File: config.mk
export PLATFORM = sky130hd
export DESIGN_NAME = gfc_regs
export DESIGN_NICKNAME = d
export VERILOG_FILES = /design/src/logic/gfc_pkg.sv /design/src/logic/gfc_tune_if.sv /design/src/logic/gfc_freq_calc.sv /design/src/logic/gfc_out_enable.sv /design/src/logic/gfc_regs.sv
export SDC_FILE = /design/constraint.sdc
export NUM_CORES = 2
export LEC_CHECK = 0
export ABC_AREA = 1
export BUFFER_PORTS_ARGS = -buffer_cell sky130_fd_sc_hd__buf_4
export CAP_MARGIN = 30
export CORE_MARGIN = 4
export CORE_UTILIZATION = 55
export DETAILED_ROUTE_END_ITERATION = 10
export GPL_TIMING_DRIVEN = 0
export PLACE_DENSITY = 0.72
export SLEW_MARGIN = 20
export SYNTH_ARGS = -nofsm -noshare
export SYNTH_HDL_FRONTEND = slang
export SYNTH_HIERARCHICAL = 1
export SYNTH_SLANG_ARGS = --single-unit
export TNS_END_PERCENT = 50
File: constraint.sdc
create_clock -name pclk -period 35.7 [get_ports pclk]
set_clock_uncertainty 0.1 [all_clocks]
set_input_delay 5.355 -clock pclk [delete_from_list [all_inputs] [get_ports pclk]]
set_output_delay 5.355 -clock pclk [all_outputs]
set_load 0.03 [all_outputs]
File: src/logic/gfc_pkg.sv
package gfc_pkg;
  // register indices; the byte address on the bus is four times the index
  localparam logic [9:0] IDX_GRID_COARSE = 10'h034;
  localparam logic [9:0] IDX_FCF_THZ = 10'h035;
  localparam logic [9:0] IDX_FCF_TENTHS = 10'h036;
  localparam logic [9:0] IDX_GRID_FINE = 10'h066;
  localparam logic [9:0] IDX_FCF_MHZ = 10'h067;
  localparam logic [9:0] IDX_CTRL = 10'h070;
  localparam logic [9:0] IDX_CHAN_LO = 10'h071;
  localparam logic [9:0] IDX_CHAN_HI = 10'h072;
  localparam logic [9:0] IDX_FINE_TUNE = 10'h073;
  localparam logic [9:0] IDX_STATUS = 10'h074;
  localparam logic [9:0] IDX_FREQ_BASE = 10'h075;
  localparam int FREQ_WORDS = 4;
  // field positions
  localparam int CTRL_SW_EN_BIT = 0;
  localparam int CTRL_SHUTDOWN_ON_FATAL_BIT = 1;
  localparam int CTRL_TUNE_BIT = 2;
  localparam int STAT_XERR_BIT = 0;
  localparam int STAT_OUT_EN_BIT = 1;
  // reset values
  localparam logic [15:0] RST_GRID_COARSE = 16'h01F4;
  localparam logic [15:0] RST_GRID_FINE = 16'h0000;
  localparam logic [15:0] RST_FCF_THZ = 16'h00C1;
  localparam logic [15:0] RST_FCF_TENTHS = 16'h0000;
  localparam logic [15:0] RST_FCF_MHZ = 16'h0000;
  // unit scaling of the frequency result, in MHz
  localparam int MHZ_PER_THZ = 1000000;
  localparam int MHZ_PER_TENTH = 100;

  typedef struct packed {
    logic [15:0] coarse;
    logic [15:0] fine;
    logic [15:0] thz;
    logic [15:0] tenths;
    logic [15:0] mhz;
    logic [15:0] chan_lo;
    logic [15:0] chan_hi;
    logic [15:0] fto;
    logic sw_en;
    logic shutdown_on_fatal;
    logic xerr;
    logic out_en;
    logic tune_done;
    logic loaded;
    logic pready;
    logic pslverr;
    logic [31:0] prdata;
    logic [63:0] freq;
  } gfc_state_s;
endpackage : gfc_pkg

File: src/logic/gfc_tune_if.sv
`timescale 1ns/1ps
interface gfc_tune_if;
  logic [15:0] coarse, fine, thz, tenths, mhz, chan_lo, chan_hi, fto;
  logic [63:0] freq;
  modport src (output coarse, fine, thz, tenths, mhz, chan_lo, chan_hi, fto, input freq);
  modport calc (input coarse, fine, thz, tenths, mhz, chan_lo, chan_hi, fto, output freq);
endinterface : gfc_tune_if

File: src/logic/gfc_freq_calc.sv
`timescale 1ns/1ps
module gfc_freq_calc
  import gfc_pkg::*;
(
  gfc_tune_if.calc tif
);
  logic signed [63:0] spacing;
  logic signed [63:0] chan_m1;
  logic signed [63:0] base;

  // frequency in MHz from channel, grid, first channel and fine tune
  always_comb begin
    spacing = 64'(signed'(tif.coarse)) * 64'(MHZ_PER_TENTH) + 64'(signed'(tif.fine)); // RQ2
    chan_m1 = signed'(64'({tif.chan_hi, tif.chan_lo})) - 64'sd1; // RQ1
    base = signed'(64'(tif.thz) * 64'(MHZ_PER_THZ)); // RQ13
    base = base + signed'(64'(tif.tenths) * 64'(MHZ_PER_TENTH)) + signed'(64'(tif.mhz)); // RQ12
    tif.freq = chan_m1 * spacing + base + 64'(signed'(tif.fto)); // RQ1
  end
endmodule : gfc_freq_calc

File: src/logic/gfc_out_enable.sv
`timescale 1ns/1ps
module gfc_out_enable (
  input wire logic sw_en,
  input wire logic hw_dis_n,
  input wire logic shutdown_on_fatal,
  input wire logic fatal,
  output logic enabled
);
  // output is lit only with software on, pin high and no fatal shutdown
  assign enabled = sw_en & hw_dis_n & ~(shutdown_on_fatal & fatal); // RQ18
endmodule : gfc_out_enable

File: src/logic/gfc_regs.sv
// Functional notes
// RQ1 - frequency = (channel_high*65536 + channel_low - 1)*spacing + first channel + fine tune
// RQ2 - coarse (tenths GHz) and fine (MHz) grid words are signed 16-bit
// RQ3 - host keeps the fine grid word within -99 to +99
// RQ4 - grid writes while output enabled are refused as execution error
// RQ5 - grid write only stores; current frequency does not change
// RQ6 - grid values are consumed only when a tune runs
// RQ7 - coarse and fine grid writes accepted in either order
// RQ8 - any grid value is accepted
// RQ9 - coarse grid resets to a build-time default
// RQ10 - fine grid resets to zero
// RQ11 - saved configuration replaces the built-in defaults
// RQ12 - first channel held as THz, tenths of GHz and MHz words
// RQ13 - first channel words are unsigned 16-bit
// RQ14 - first channel writes while output enabled are refused as execution error
// RQ15 - first channel words accepted in any order
// RQ16 - no error for an inconsistent partial first channel set
// RQ17 - host should program all frequency words before enabling or saving
// RQ18 - output enabled only with software enable, pin high, no fatal shutdown
// RQ19 - refused write leaves register unchanged, answers error with zero data
// RQ20 - accesses complete at once, never pending
//
// Implementation choice: the APB slave port.
`timescale 1ns/1ps
module gfc_regs
  import gfc_pkg::*;
(
  input wire logic pclk,
  input wire logic presetn,
  input wire logic psel,
  input wire logic penable,
  input wire logic pwrite,
  input wire logic [11:0] paddr,
  input wire logic [31:0] pwdata,
  output logic [31:0] prdata,
  output logic pready,
  output logic pslverr,
  input wire logic hardware_output_disable_n,
  input wire logic fatal_condition_active,
  input wire logic nv_cfg_valid,
  input wire logic [15:0] nv_grid_spacing_coarse,
  input wire logic [15:0] nv_grid_spacing_fine,
  input wire logic [15:0] nv_first_channel_thz,
  input wire logic [15:0] nv_first_channel_ghz_tenths,
  input wire logic [15:0] nv_first_channel_mhz,
  output logic optical_output_enabled,
  output logic [63:0] tuned_freq_mhz,
  output logic tune_done
);
  gfc_state_s st;
  gfc_state_s next_st;
  logic en_now;
  logic [9:0] idx;
  logic is_cfg;
  logic is_freq;
  logic hit;
  logic setup;
  logic wr_commit;
  logic [1:0] freq_sel;
  logic [9:0] freq_off;
  logic [31:0] rd_data;

  gfc_tune_if tif ();

  assign tif.coarse = st.coarse;
  assign tif.fine = st.fine;
  assign tif.thz = st.thz;
  assign tif.tenths = st.tenths;
  assign tif.mhz = st.mhz;
  assign tif.chan_lo = st.chan_lo;
  assign tif.chan_hi = st.chan_hi;
  assign tif.fto = st.fto;

  gfc_freq_calc u_calc (
    .tif(tif.calc)
  );

  gfc_out_enable u_enable (
    .sw_en(st.sw_en),
    .hw_dis_n(hardware_output_disable_n),
    .shutdown_on_fatal(st.shutdown_on_fatal),
    .fatal(fatal_condition_active),
    .enabled(en_now)
  );

  // address decode
  assign idx = paddr[11:2];
  assign setup = psel & ~penable;
  assign wr_commit = psel & penable & st.pready & pwrite & ~st.pslverr;
  assign freq_off = idx - IDX_FREQ_BASE;
  assign freq_sel = freq_off[1:0];
  assign is_freq = (idx >= IDX_FREQ_BASE) && (freq_off < 10'(FREQ_WORDS));
  assign is_cfg = (idx == IDX_GRID_COARSE) || (idx == IDX_GRID_FINE) ||
                  (idx == IDX_FCF_THZ) || (idx == IDX_FCF_TENTHS) || (idx == IDX_FCF_MHZ);

  // read mux and map membership
  always_comb begin
    hit = 1'b1;
    rd_data = 32'h0000_0000;
    if (is_freq) begin
      rd_data[15:0] = st.freq[16 * freq_sel +: 16];
    end else begin
      unique case (idx)
        IDX_GRID_COARSE: rd_data[15:0] = st.coarse;
        IDX_GRID_FINE: rd_data[15:0] = st.fine;
        IDX_FCF_THZ: rd_data[15:0] = st.thz;
        IDX_FCF_TENTHS: rd_data[15:0] = st.tenths;
        IDX_FCF_MHZ: rd_data[15:0] = st.mhz;
        IDX_CHAN_LO: rd_data[15:0] = st.chan_lo;
        IDX_CHAN_HI: rd_data[15:0] = st.chan_hi;
        IDX_FINE_TUNE: rd_data[15:0] = st.fto;
        IDX_CTRL: begin
          rd_data[CTRL_SW_EN_BIT] = st.sw_en;
          rd_data[CTRL_SHUTDOWN_ON_FATAL_BIT] = st.shutdown_on_fatal;
        end
        IDX_STATUS: begin
          rd_data[STAT_XERR_BIT] = st.xerr;
          rd_data[STAT_OUT_EN_BIT] = st.out_en;
        end
        default: hit = 1'b0;
      endcase
    end
  end

  // next state
  always_comb begin
    next_st = st;
    next_st.tune_done = 1'b0;
    next_st.out_en = en_now; // RQ18
    next_st.pready = setup; // RQ20
    next_st.pslverr = 1'b0;
    next_st.prdata = 32'h0000_0000;
    // decided in the setup phase, answered in the access phase
    if (setup) begin
      if (!hit) begin
        next_st.pslverr = 1'b1;
      end else if (pwrite && is_cfg && en_now) begin
        next_st.pslverr = 1'b1; // RQ4 RQ14 RQ19
      end else if (!pwrite) begin
        next_st.prdata = rd_data;
      end
    end
    // writes land only at the access edge, never when refused
    if (wr_commit) begin
      unique case (idx)
        IDX_GRID_COARSE: next_st.coarse = pwdata[15:0]; // RQ5 RQ7 RQ8
        IDX_GRID_FINE: next_st.fine = pwdata[15:0]; // RQ5 RQ7 RQ8
        IDX_FCF_THZ: next_st.thz = pwdata[15:0]; // RQ15 RQ16
        IDX_FCF_TENTHS: next_st.tenths = pwdata[15:0]; // RQ15 RQ16
        IDX_FCF_MHZ: next_st.mhz = pwdata[15:0]; // RQ15 RQ16
        IDX_CHAN_LO: next_st.chan_lo = pwdata[15:0];
        IDX_CHAN_HI: next_st.chan_hi = pwdata[15:0];
        IDX_FINE_TUNE: next_st.fto = pwdata[15:0];
        IDX_CTRL: begin
          next_st.sw_en = pwdata[CTRL_SW_EN_BIT];
          next_st.shutdown_on_fatal = pwdata[CTRL_SHUTDOWN_ON_FATAL_BIT];
          if (pwdata[CTRL_TUNE_BIT]) begin
            next_st.freq = tif.freq; // RQ6 RQ1
            next_st.tune_done = 1'b1;
          end
        end
        IDX_STATUS: begin
          if (pwdata[STAT_XERR_BIT]) begin
            next_st.xerr = 1'b0;
          end
        end
        default: next_st.xerr = st.xerr;
      endcase
    end
    // a new refusal wins over a clear in the same cycle
    if (setup && hit && pwrite && is_cfg && en_now) begin
      next_st.xerr = 1'b1; // RQ4 RQ14
    end
    // saved configuration replaces defaults once after reset
    if (!st.loaded) begin
      next_st.loaded = 1'b1;
      if (nv_cfg_valid) begin
        next_st.coarse = nv_grid_spacing_coarse; // RQ11
        next_st.fine = nv_grid_spacing_fine; // RQ11
        next_st.thz = nv_first_channel_thz; // RQ11
        next_st.tenths = nv_first_channel_ghz_tenths; // RQ11
        next_st.mhz = nv_first_channel_mhz; // RQ11
      end
    end
  end

  always_ff @(posedge pclk or negedge presetn) begin
    if (!presetn) begin
      st <= '0;
      st.coarse <= RST_GRID_COARSE; // RQ9
      st.fine <= RST_GRID_FINE; // RQ10
      st.thz <= RST_FCF_THZ;
      st.tenths <= RST_FCF_TENTHS;
      st.mhz <= RST_FCF_MHZ;
    end else begin
      st <= next_st;
    end
  end

  assign prdata = st.prdata;
  assign pready = st.pready;
  assign pslverr = st.pslverr;
  assign optical_output_enabled = st.out_en;
  assign tuned_freq_mhz = st.freq;
  assign tune_done = st.tune_done;
endmodule : gfc_regs

==> metrics.txt <==
Cells after DPL between 8000 and 9000; Post-Syn Instances between 7000 and 8000; Hold Path Class flip-flop to flip-flop; die area roughly 0.11 mm²; grt ovf 0; Final ANT Viol Nets 0; Req. time, crit path between 30000 and 40000 ps; ys async rst share 100%; Total Nets Final approximately 9000; DRC viols 0; Top FF cell, synth dfrtp_1; clock sinks ~220; Setup violations, final 0; CTS tree yes; worst flop-to-flop path startpoint tif.thz[2]$_DFF_PN0_; first-pass GRT wire length 319 mm; Seq/Total Area, Yosys 9.81%; largest net degree at the start of global routing 81; later-pin clock latency in the skew report 580 ps; top-area cell type share of the netlist area a little under two fifths; antenna violations before repair 8; post-route minimum period 14520 ps; outcome completed; CP arrival roughly 15000 ps; Crit Path Class flip-flop to flip-flop; Crit path max-delay family adder cells; GRT Overall Usage 40.7%; Crit. End Element flip-flop; min-delay src tuned_freq_mhz[21]$_DFFE_PN0P_; hold buffer count at cts 0; setup ws final approximately 21000 ps; routed length on met3 19.4 mm; Initial DRC Count 4491; CP Launch Type flip-flop; vias in the first global route a little over 50000; layout cells sized above 1 under 10%; Final period util 40.7%; cts repair resizes 0; post-synthesis cell area 0.0552 mm²; Starting Density between 50% and 60%; Core ar. approximately 0.099 mm²; final hold viol count 0; Post-DP HPWL 187 mm; fin util ~60%; Die Y approximately 320 µm; CP bufs+invs 12; Most Frequent Cell on Critical Path inv_1; Post-synth EDFFs 0; # Post-CTS Setup Buffers 0; Worst slew margin a little under a quarter; Die Span X approximately 320 µm; crit-path max cell delay around 700 ps; drt first pass iters 6; Worst-path clk slew about 60 ps; slew at the pin with the worst max-slew slack 1140 ps; Final Slew Violations 0; CP max stage cell fa_1; warnings from Yosys 6; H-tree levels 1; Worst Path Max Fanout 7; RSZ-0062 raised after global routing false; Post-Layout Cell Count around 8700; DR top layer met5; number of placement rows ~120; Routed WL per cell around 25 µm; # port buffers 197; Sum Neg Setup Slack 0 ps; commonest non-fill, non-tap cells in the layout inv_1 (1671), nand2_1 (1649), fa_1 (1020); Crit. Startpoint tif.thz[2]$_DFF_PN0_; via count just under 50000; Detail Route met2 WL between 90 and 100 mm; synthesized area per cell 7.74 µm²; number of flip-flops in the largest register between 60 and 70; Place WS between 20000 and 25000 ps; Clock Path Buffers 3; final WL 213 mm; CTS Buf Count 22; Fmax achieved between 60 and 70 MHz; Root Buffer clkbuf_16; distinct cell type count after synthesis between 50 and 60; WL met1 ~82 mm; largest area contributor in the netlist fa_1; commonest non-fill, non-tap cell in the layout inv_1; Area Growth Syn to Fin 7.55%; routability cong. 1.07; vias per cell around 5.6; Yosys reg bits about 220; total of max-cap violations 0; io pins ~230; top cells by area, synth fa_1 (37%), inv_1 (11%), nand2_1 (11%)
[per-stage QoR]
stage          hold slack, ps  cell area, µm²
2_1_floorplan             366           55300
3_3_place_gp              397           58400
3_5_place_dp              397           58600
4_1_cts                   415           59400
5_1_grt                   448           59400
6_report                  410           59400
[cell type report]
cell class	instances	area, µm²
buffer	318	1820
fill	9303	39600
multi-input combinational	4913	41700
tap	1287	1610
inverter	1706	6410
timing repair buffer	209	1700
clock buffer	29	627
antenna	6	15.0
sequential	216	5420
clock inverter	7	141
[synth_stat cells, drive strengths merged, types with 2 or more instances]
cell type     n
a211oi        2
a21boi       10
a21o         12
a21oi       179
a31oi        69
and2          2
and3          3
buf         200
clkbuf      118
clkinv        5
conb          2
dfrtp       207
dfstp         9
fa         1020
ha          437
inv        1701
nand2      1672
nand3       289
nand3b        6
nand4        71
nor2        614
nor3         32
nor4          6
o2111ai       4
o211ai       33
o21a          3
o21ai       231
o21bai       19
o31ai         4
or2          31
xnor2        45
xor2         97
[final timing paths]
check / endpoint / depth (start not counted) / slack, ps
worst max-delay path: tuned_freq_mhz[48]$_DFFE_PN0P_ / 52 / 21180
worst min-delay path: tuned_freq_mhz[21]$_DFFE_PN0P_ / 2 / 410
worst max register to register: tuned_freq_mhz[48]$_DFFE_PN0P_ / 52 / 21180
worst min register to register: tuned_freq_mhz[21]$_DFFE_PN0P_ / 2 / 410
max in group asynchronous: tuned_freq_mhz[52]$_DFFE_PN0P_ / 3 / 29630
min in group asynchronous: tif.tenths[4]$_DFF_PN0_ / 1 / 4600
[cells by family (layout without fill, tap and decap cells)]
logic type      after synthesis  after routing  share of synthesized area, %
simple gates               2727           2727                          20.3
buf+inv                    2024           2269                          14.9
fa+ha+maj                  1457           1457                          46.9
compound gates              570            570                          5.79
flops                       216            216                          9.81
xor+xnor                    142            142                          2.29
other cells                   2             23                        0.0136
[worst reg2reg max path: cells and delay by family, from the launching register on]
family | cells | cell delay (ps)
buf+inv | 12 | 1040
xor+xnor | 3 | 1480
fa+ha+maj | 17 | 7650
simple gates | 15 | 2400
flops | 1 | 590
compound gates | 5 | 1160
[metal layers]
layer	GRT usage, %	vias up
met5	0	-
met2	63.1	2496
met3	7.99	659
met1	52.0	24100
met4	27.3	4
li1	-	21600
Power is not shown: default switching activity piles up to over one toggle a cycle in this logic, so the estimate is an artifact.
